===== src/inc/eks_pkg.sv =====
package eks_pkg;
  // Key register width, slot index width and status word width
  localparam int KEY_W = 256;
  localparam int SLOT_W = 4;
  localparam int FLAGS_W = 9;
  // Command codes seen on the command port
  localparam logic [3:0] CMD_FRESH = 4'h1;
  localparam logic [3:0] CMD_DIGEST = 4'h2;
  localparam logic [3:0] CMD_KEYGEN = 4'h3;
  localparam logic [3:0] CMD_MACCHK = 4'h4;
  localparam logic [3:0] CMD_STATUS = 4'h5;
  localparam logic [3:0] CMD_USEKEY = 4'h6;
  // Return code classes
  localparam logic [1:0] RC_OK = 2'h0;
  localparam logic [1:0] RC_CRC = 2'h1;
  localparam logic [1:0] RC_RETRY = 2'h2;
  localparam logic [1:0] RC_ERR = 2'h3;
  // Reset values of the slot index and the key
  localparam logic [SLOT_W-1:0] SLOT_RST = 4'h0;
  localparam logic [KEY_W-1:0] KEY_RST = 256'h0;
  // Status word bit positions
  localparam int ST_SLOT_LSB = 0;
  localparam int ST_SRC = 4;
  localparam int ST_DIG = 5;
  localparam int ST_KGEN = 6;
  localparam int ST_NOMAC = 7;
  localparam int ST_VALID = 8;
endpackage


===== src/core/eks_key_reg.sv =====
`timescale 1ns/1ps
`default_nettype none
// Summary of operation
// - Sleep or power loss invalidates scratch memory
// - Key feeds protected read/write crypto
// - Key value never returned to host
// - Status query returns nine flag bits
// - Digest/keygen overwrite key from prior key
// - Fresh value or MAC copy replaces key
// - 256-bit key holds nonce or digest
// - Record 4-bit slot index for generated keys
// - Randomness flag: 0 internal, 1 seed only
// - Digest origin flag set by digest command
// - Keygen origin flag set by keygen command
// - Mac forbidden flag blocks MAC-type use
// - Validity flag shows key validity
// - Power, sleep, brownout, watchdog, tamper clear valid
// - Idle entry and exit keep everything
// - Key writers clear valid on real errors
// - MAC check clears unless copy succeeds
// - Status query never touches valid
// - Other commands clear valid except CRC/retry
module eks_key_reg
  import eks_pkg::*;
(
  input wire logic clk,
  input wire logic rst,
  input wire logic sleep_entry,
  input wire logic brownout,
  input wire logic watchdog,
  input wire logic tamper,
  input wire logic idle_mode,
  input wire logic cmd_done,
  input wire logic [3:0] cmd,
  input wire logic [1:0] rc,
  input wire logic copy_ok,
  input wire logic [KEY_W-1:0] new_key,
  input wire logic [SLOT_W-1:0] new_slot,
  input wire logic new_seed_only,
  input wire logic new_slot_nomac,
  input wire logic use_req,
  input wire logic use_mac,
  output logic use_grant,
  output logic use_reject,
  output logic [KEY_W-1:0] crypt_key,
  output logic [FLAGS_W-1:0] status_flags
);
  logic [KEY_W-1:0] key_q;
  logic [SLOT_W-1:0] slot_q;
  logic src_q, dig_q, kgen_q, nomac_q, valid_q;
  logic keep_valid;
  wire logic wipe;
  wire logic done_ok;
  wire logic wr_gen;
  wire logic wr_repl;
  wire logic wr_key;

  eks_valid_ctl u_vctl (
    .cmd(cmd),
    .rc(rc),
    .copy_ok(copy_ok),
    .keep_valid(keep_valid)
  );

  // Volatile loss events; idle_mode deliberately not listed so idle retains
  assign wipe = rst || sleep_entry || brownout || watchdog || tamper;
  assign done_ok = cmd_done && rc == RC_OK;
  assign wr_gen = done_ok && (cmd == CMD_DIGEST || cmd == CMD_KEYGEN);
  assign wr_repl = (done_ok && cmd == CMD_FRESH) || (cmd_done && cmd == CMD_MACCHK && copy_ok);
  assign wr_key = wr_gen || wr_repl;

  // Key data; caller computes new_key from crypt_key for gen commands
  always_ff @(posedge clk) begin
    if (rst || sleep_entry) begin
      key_q <= KEY_RST;
    end else if (wr_key) begin
      key_q <= new_key;
    end
  end

  // Metadata; idle changes nothing here
  always_ff @(posedge clk) begin
    if (rst || sleep_entry) begin
      slot_q <= SLOT_RST;
      src_q <= 1'b0;
      dig_q <= 1'b0;
      kgen_q <= 1'b0;
      nomac_q <= 1'b0;
    end else if (wr_gen) begin
      slot_q <= new_slot;
      src_q <= new_seed_only;
      dig_q <= (cmd == CMD_DIGEST);
      kgen_q <= (cmd == CMD_KEYGEN);
      nomac_q <= nomac_q || new_slot_nomac;
    end else if (wr_repl) begin
      slot_q <= SLOT_RST;
      src_q <= new_seed_only;
      dig_q <= 1'b0;
      kgen_q <= 1'b0;
      nomac_q <= new_slot_nomac;
    end
  end

  // Validity flag
  always_ff @(posedge clk) begin
    if (wipe) begin
      valid_q <= 1'b0;
    end else if (wr_key) begin
      valid_q <= 1'b1;
    end else if (cmd_done && !keep_valid) begin
      valid_q <= 1'b0;
    end
  end

  // Key use gating; mac-type uses also need nomac clear
  assign use_grant = use_req && valid_q && !(use_mac && nomac_q);
  assign use_reject = use_req && !use_grant;
  // Key leaves only toward internal crypto, zero when not granted
  assign crypt_key = use_grant ? key_q : KEY_RST;
  assign status_flags = {valid_q, nomac_q, kgen_q, dig_q, src_q, slot_q};

  a_sleep_clears: assert property (@(posedge clk) sleep_entry |=> !valid_q && key_q == KEY_RST)
    else $error("sleep did not wipe key");
  a_tamper_clears: assert property (@(posedge clk) (tamper || watchdog || brownout) |=> !valid_q)
    else $error("loss event kept valid");
  a_status_keeps: assert property (@(posedge clk) disable iff (rst)
    (cmd_done && cmd == CMD_STATUS && !wipe) |=> valid_q == $past(valid_q))
    else $error("status changed valid");
  a_mac_clear: assert property (@(posedge clk) disable iff (rst)
    (cmd_done && cmd == CMD_MACCHK && !copy_ok) |=> !valid_q)
    else $error("mac check kept valid");
  a_other_clear: assert property (@(posedge clk) disable iff (rst)
    (cmd_done && cmd == CMD_USEKEY && rc == RC_OK) |=> !valid_q)
    else $error("other cmd kept valid");
  a_gen_err: assert property (@(posedge clk) disable iff (rst)
    (cmd_done && (cmd == CMD_DIGEST || cmd == CMD_KEYGEN || cmd == CMD_FRESH)
     && rc == RC_ERR) |=> !valid_q)
    else $error("error kept valid");
  a_crc_keep: assert property (@(posedge clk) disable iff (rst)
    (cmd_done && cmd == CMD_USEKEY && (rc == RC_CRC || rc == RC_RETRY) && !wipe)
    |=> valid_q == $past(valid_q))
    else $error("crc dropped valid");
  a_reject_inv: assert property (@(posedge clk) (use_req && !valid_q) |-> use_reject && !use_grant)
    else $error("invalid key granted");
  a_digest_flags: assert property (@(posedge clk) disable iff (rst)
    (wr_gen && cmd == CMD_DIGEST && !wipe) |=> dig_q && !kgen_q && slot_q == $past(new_slot) && valid_q)
    else $error("digest metadata wrong");
  a_idle_keep: assert property (@(posedge clk) disable iff (rst)
    (idle_mode && !cmd_done && !wipe) |=> key_q == $past(key_q) && valid_q == $past(valid_q))
    else $error("idle changed key");
  c_fresh: cover property (@(posedge clk) wr_repl && cmd == CMD_FRESH);
  c_keygen: cover property (@(posedge clk) wr_gen && cmd == CMD_KEYGEN);
  c_mac_reject: cover property (@(posedge clk) use_reject && valid_q);
endmodule // eks_key_reg
`default_nettype wire


===== src/core/eks_valid_ctl.sv =====
`timescale 1ns/1ps
`default_nettype none
// Decides whether a finished command keeps or drops the validity flag
module eks_valid_ctl
  import eks_pkg::*;
(
  input wire logic [3:0] cmd,
  input wire logic [1:0] rc,
  input wire logic copy_ok,
  output logic keep_valid
);
  wire logic benign_rc;
  wire logic gen_keep;
  assign benign_rc = (rc == RC_CRC) || (rc == RC_RETRY);
  // Key writers keep the flag on success too
  assign gen_keep = benign_rc || (rc == RC_OK);
  assign keep_valid = (cmd == CMD_STATUS) ? 1'b1 :
                      (cmd == CMD_MACCHK) ? copy_ok :
                      (cmd == CMD_FRESH || cmd == CMD_DIGEST || cmd == CMD_KEYGEN) ? gen_keep :
                      benign_rc;
endmodule // eks_valid_ctl
`default_nettype wire


===== config.mk =====
export PLATFORM = sky130hd
export DESIGN_NAME = eks_key_reg
export DESIGN_NICKNAME = d
export VERILOG_FILES = /design/src/inc/eks_pkg.sv /design/src/core/eks_key_reg.sv /design/src/core/eks_valid_ctl.sv
export SDC_FILE = /design/constraint.sdc
export NUM_CORES = 1
export LEC_CHECK = 0
export ABC_AREA = 1
export BUFFER_PORTS_ARGS = -buffer_cell sky130_fd_sc_hd__buf_2
export CORE_AREA = 4 4 212 214
export DETAILED_ROUTE_END_ITERATION = 12
export DIE_AREA = 0 0 216 218
export HOLD_SLACK_MARGIN = 0.05
export PLACE_DENSITY = 0.57
export SYNTH_ARGS = -nofsm -noshare
export SYNTH_HDL_FRONTEND = slang
export SYNTH_HIERARCHICAL = 1
export SYNTH_SLANG_ARGS = --single-unit

===== constraint.sdc =====
create_clock -name clk -period 3.2 [get_ports clk]
set_input_delay 0 -clock clk [delete_from_list [all_inputs] [get_ports clk]]
set_output_delay 0 -clock clk [all_outputs]
set_load 0.02 [all_outputs]

=== Yosys cells after proc, flatten, opt, wreduce, memory -nomap -nowiden ===
Cells that the tools add are included.
W data, S select, Z words.

* Flip-flop bits (word level): 265
* Input bits: 279
* Output and inout bits: 267
* Logic and storage cells: 57

* Eq/ne operators: 7
* Multiplexer cells: 15
* Reductions and logical operators: 28

{| class="wikitable"
|+ Operators by type and width
! cell !! count
|-
| $mux W256 || 1
|-
| $logic_or A1 B1 Y1 || 12
|-
| $mux W1 || 12
|-
| $logic_and A1 B1 Y1 || 10
|-
| $eq A4 B2 Y1 const B || 2
|-
| $eq A4 B3 Y1 const B || 2
|-
| $mux W4 || 2
|-
| $eq A4 B1 Y1 const B || 1
|-
| $reduce_bool A2 Y1 || 2
|-
| $logic_not A1 Y1 || 3
|-
| $eq A2 B1 Y1 const B || 1
|-
| $eq A2 B2 Y1 const B || 1
|-
| $logic_not A2 Y1 || 1
|}

=== Logic depth before layout (Yosys ltp) ===
* Word-level depth: 10
* Mapped depth: 10
* Mapped depth without buffers: 10

=== Cells and area by module ===
The synthesis kept the hierarchy.

{| class="wikitable"
|+ Modules (own cells, without submodules)
! module !! times used !! cells an instance !! area an instance (um^2)
|-
| eks_key_reg || 1 || 2231 || 12901.1
|-
| eks_valid_ctl || 1 || 17 || 87.6
|}

=== Least setup slack after synthesis ===
No wires, ideal clock.

* Path kind: register to output
* Start: register nomac_q
* End: output use_reject
* Arrival time: 1.266 ns
* Data required time: 3.200 ns
* Path slack: 1.934 ns
* Stages on the path, launching flop included: 6
* Path buffers: 1
* Path through: dfxtp_1 > nand2_1 > nand3_1 > clkbuf_1 > inv_1 > nor2_1

* Cells in the longest elaborated chain, start to end: 5

{| class="wikitable"
|+ Ends and longest elaborated chain
! item !! line !! text
|-
| from (decl) || eks_key_reg.sv:50 || <nowiki>logic src_q, dig_q, kgen_q, nomac_q, valid_q;</nowiki>
|-
| from (signal assigned) || eks_key_reg.sv:94 || <nowiki>nomac_q <= nomac_q || new_slot_nomac;</nowiki>
|-
| from (signal assigned) || eks_key_reg.sv:100 || <nowiki>nomac_q <= new_slot_nomac;</nowiki>
|-
| $logic_and A1 B1 Y1 || eks_key_reg.sv:116 || <nowiki>assign use_grant = use_req && valid_q && !(use_mac && nomac_q);</nowiki>
|-
| $logic_not A1 Y1 || eks_key_reg.sv:116 ||
|-
| $logic_and A1 B1 Y1 || eks_key_reg.sv:116 ||
|-
| via use_grant || eks_key_reg.sv:43 || <nowiki>output logic use_grant,</nowiki>
|-
| $logic_not A1 Y1 || eks_key_reg.sv:117 || <nowiki>assign use_reject = use_req && !use_grant;</nowiki>
|-
| $logic_and A1 B1 Y1 || eks_key_reg.sv:117 ||
|-
| to (decl) || eks_key_reg.sv:44 || <nowiki>output logic use_reject,</nowiki>
|}

The timed path passes the listed nets, and every way through them passes these cells.

=== Final worst setup path ===
* Start: input cmd[0]
* End: register nomac_q

* Cells in the longest elaborated chain, start to end: 5
* Elaborated cells on any way between the ends: 12

{| class="wikitable"
|+ Ends and longest elaborated chain
! item !! line !! text
|-
| from (decl) || eks_key_reg.sv:34 || <nowiki>input wire logic [3:0] cmd,</nowiki>
|-
| $eq A4 B3 Y1 || eks_key_reg.sv:69 || <nowiki>assign wr_repl = (done_ok && cmd == CMD_FRESH) || (cmd_done && cmd == CMD_MACCHK && copy_ok);</nowiki>
|-
| $logic_and A1 B1 Y1 (2 in a row) || eks_key_reg.sv:69 ||
|-
| $logic_or A1 B1 Y1 || eks_key_reg.sv:69 ||
|-
| $reduce_bool A2 Y1 (no source line) || -- ||
|}

Several ways; a longest one is shown, not always the timed one.
A chain may end at the register's enable or synchronous reset.

==> impl_metrics.env <==
export IMPL_drt_vias_per_instance=4.068
export IMPL_fp_dieArea_um2=47090
export IMPL_p_int_w=0.005917
export IMPL_nets=3305
export IMPL_route_vias_total=14800
export IMPL_power_net_switching_w=0.001810
export IMPL_antenna_left=0
export IMPL_multiInputGateArea_um2=5116
export IMPL_required_ns=3.70
export IMPL_leading_cell_type_in_the_layout_fill_and_taps_excluded="nor2_1"
export IMPL_clockBufferDepth=3
export IMPL_timing_worst_slew_pin_value_ns=0.8526
export IMPL_numCtsBuffers=31
export IMPL_gp_congestion=0.8357
export IMPL_p_seq_share_pct=43.4
export IMPL_clk_pin_slew_worst_paths_ns=0.06
export IMPL_clk_latency_worst_skew_pair_ns=0.55
export IMPL_worst_ir_drop_vdd_v=0.0003444
export IMPL_cts_tree="done"
export IMPL_grt_setup_unrepaired="no"
export IMPL_clock_sinks=265
export IMPL_leakagePower_nw=9.381
export IMPL_timing_critical_path_fanout_max=67
export IMPL_end_kind="register"
export IMPL_switching_share_pct=23.43
export IMPL_fill_cells=4439
export IMPL_die_w_um=216
export IMPL_area_sequential_um2=5305
export IMPL_timing_final_hold_violations=0
export IMPL_syn_std_cell_area_um2=12990
export IMPL_power_total_w=0.007727
export IMPL_y_dimension_of_the_die_um=218
export IMPL_post_cts_resize_count=0
export IMPL_worst_hold_startpoint="sleep_entry"
export IMPL_detail_route_drc_violations=0
export IMPL_crit_reg2reg_launch="slot_q[3]"
export IMPL_first_global_vias=14690
export IMPL_worst_clock_skew_ns=0
export IMPL_drt_first_iter_violations=735
export IMPL_antenna_found_initial=1
export IMPL_maxClockFrequency_mhz=391.3
export IMPL_synth_yosys_warnings=6
export IMPL_detail_route_first_pass_iterations=5
export IMPL_reg2reg_to="slot_q[3]"
export IMPL_min_path_cells=5
export IMPL_grt_start_max_net_pins=141
export IMPL_timing_worst_setup_path_type="in2reg"
export IMPL_final_layout_size_suffix_gt1_share_pct=20.76
export IMPL_groute_usage_overall_pct=17.63
export IMPL_io_pins=546
export IMPL_synth_cell_types=20
export IMPL_netlist_instances=2248
export IMPL_setup_reg_to_reg_worst_slack_ns=1.90
export IMPL_ys_ff_latch=265
export IMPL_dp_hpwl_um=29010
export IMPL_num_rows=76
export IMPL_wl_um=43990
export IMPL_area_growth_from_synthesis_to_layout_pct=54.70
export IMPL_syn_mean_instance_area_um2=5.778
export IMPL_worstSetupStartpointType="input pin"
export IMPL_buffer_ports_inserted=544
export IMPL_power_per_cell_area_nw_per_um2=384.5
export IMPL_grt_met3_usage_pct=4.417
export IMPL_area_of_the_core_region_um2=42890
export IMPL_globalRoute_totalOverflow=0
export IMPL_cts_max_level=1
export IMPL_routedWlPerCell_um=12.09
export IMPL_max_cap_violations=0
export IMPL_report_final_slew_viol_count=0
export IMPL_hp_class="in2reg"
export IMPL_mostFrequentLayoutCells="nor2_1 (776), buf_2 (544), nand2_1 (529)"
export IMPL_global_route_usage_met2_pct=31.42
export IMPL_synth_fp_nets=2528
export IMPL_final_cycle_utilization_of_the_critical_path_pct=79.86
export IMPL_sequential_element_share_of_the_synthesized_area_pct=40.84
export IMPL_cp_data_arrival_time_ns=3.05
export IMPL_cts_root_buf="clkbuf_16"
export IMPL_report_final_setup_viol=0
export IMPL_holdPathEnd="key_q[214]"
export IMPL_grt_use_met1_pct=19.88
export IMPL_final_core_util_pct=46.85
export IMPL_status="finished clean"
export IMPL_timing_max_slew_rel_slack_pct=43.16
export IMPL_worstRegToRegCells=3
export IMPL_clkPwrFrac_pct=45.6
export IMPL_gr_max_usage_layer="met2"
export IMPL_final_period_minus_worst_setup_slack_ns=2.556
export IMPL_totalNegativeSetupSlack_ns=0
export IMPL_share_comb_of_total_power_pct=10.9
export IMPL_initial_utilization_pct=30.29
export IMPL_grt_first_pass_wirelength_um=70430
-- worst max-delay path, stage by stage --
cell and delay, ns:
dlygate4sd3_1 0.54, buf_2 0.16, nor2_1 0.10, nand4_1 0.37, nand3_4 0.48, buf_12 0.28
buf_12 0.30, nand2_1 0.09, a21oi_1 0.15, dlygate4sd3_1 0.57
-- worst max-delay path by stage --
stage	slack (ns)	depth (start not counted)	to	start
5_1_grt	0.40	10	nomac_q	cmd[0]
6_report	0.64	10	nomac_q	cmd[0]
3_5_place_dp	1.07	10	key_q[137]	cmd[2]
2_1_floorplan	1.93	5	use_reject	nomac_q
3_3_place_gp	1.11	9	key_q[78]	cmd[0]
4_1_cts	0.57	4	crypt_key[196]	valid_q
-- synth_stat cells --
cell | instances | area share [%]
clkbuf_1 | 36 | 1.0
inv_1 | 527 | 15
buf_1 | 20 | 0.58
nor2_1 | 777 | 22
dfxtp_1 | 265 | 41
nand2_2 | 2 | 0.096
or2_2 | 1 | 0.048
buf_4 | 29 | 1.7
nor3_1 | 1 | 0.038
buf_2 | 29 | 1.1
nand3_1 | 8 | 0.31
nand3_2 | 1 | 0.077
nand2_1 | 529 | 15
buf_6 | 4 | 0.35
o21ai_0 | 1 | 0.038
ha_1 | 1 | 0.096
nor2_2 | 2 | 0.096
a21oi_1 | 8 | 0.31
inv_2 | 1 | 0.029
nand4_1 | 6 | 0.29
-- metrics by stage --
stage | hold slack (ns) | setup slack, ns | instances | instance area (µm²)
floorplan | 0.1194 | 1.934 | 2248 | 12990
global placement | 0.2548 | 1.105 | 3288 | 16180
detailed placement | 0.2615 | 1.068 | 3288 | 16180
CTS | 0.07027 | 0.5723 | 3634 | 20090
global route | 0.09963 | 0.4000 | 3635 | 20090
finish | 0.04827 | 0.6445 | 3637 | 20090
-- state kept, by name, indices dropped and copies added (netlist names) --
name / flops
dig_q: 1
key_q: 256
src_q: 1
kgen_q: 1
valid_q: 1
nomac_q: 1
slot_q: 4
-- power by group through the flow --
stage | Combinational (W) | Sequential, W | Clock (W)
2_1_floorplan | 0.000327 | 0.00342 | 0
3_3_place_gp | 0.000566 | 0.00343 | 0
3_5_place_dp | 0.000568 | 0.00343 | 0
4_1_cts | 0.000834 | 0.00336 | 0.00365
5_1_grt | 0.000949 | 0.00336 | 0.00378
6_report | 0.000845 | 0.00336 | 0.00353
-- area by class of cell --
type                            count  area share (%)
Timing Repair Buffer              862           29.53
Clock buffer                       42           4.266
Clock inverter                     15          0.7971
Sequential cell                   265           26.40
Inverter                          528           9.864
Antenna cell                        3         0.03736
Tap cell                          585           3.643
Multi-Input combinational cell   1337           25.46
-- layer usage --
metal	wire (µm)	vias to the layer above
met5	0	-
met1	17860	6458
li1	-	7733
met4	1948	0
met2	21090	468
met3	3089	138
-- cell families after synthesis --
kind of cell / count (synthesis) / share of synthesized area, %
AO/OA/AOI/OAI: 9 / 0.3468
adder cells (fa/ha/maj): 1 / 0.09631
buffers and inverters: 646 / 20.02
flip-flops: 265 / 40.84
AND/OR/NAND/NOR: 1327 / 38.70
-- what timing repair did --
item / in CTS / in global routing
hold buffers: 289 / 0
setup buffers: 0 / 0
endpoints found under the hold margin: 265 / 0
Note: power is estimated with default switching activity, not from simulation.
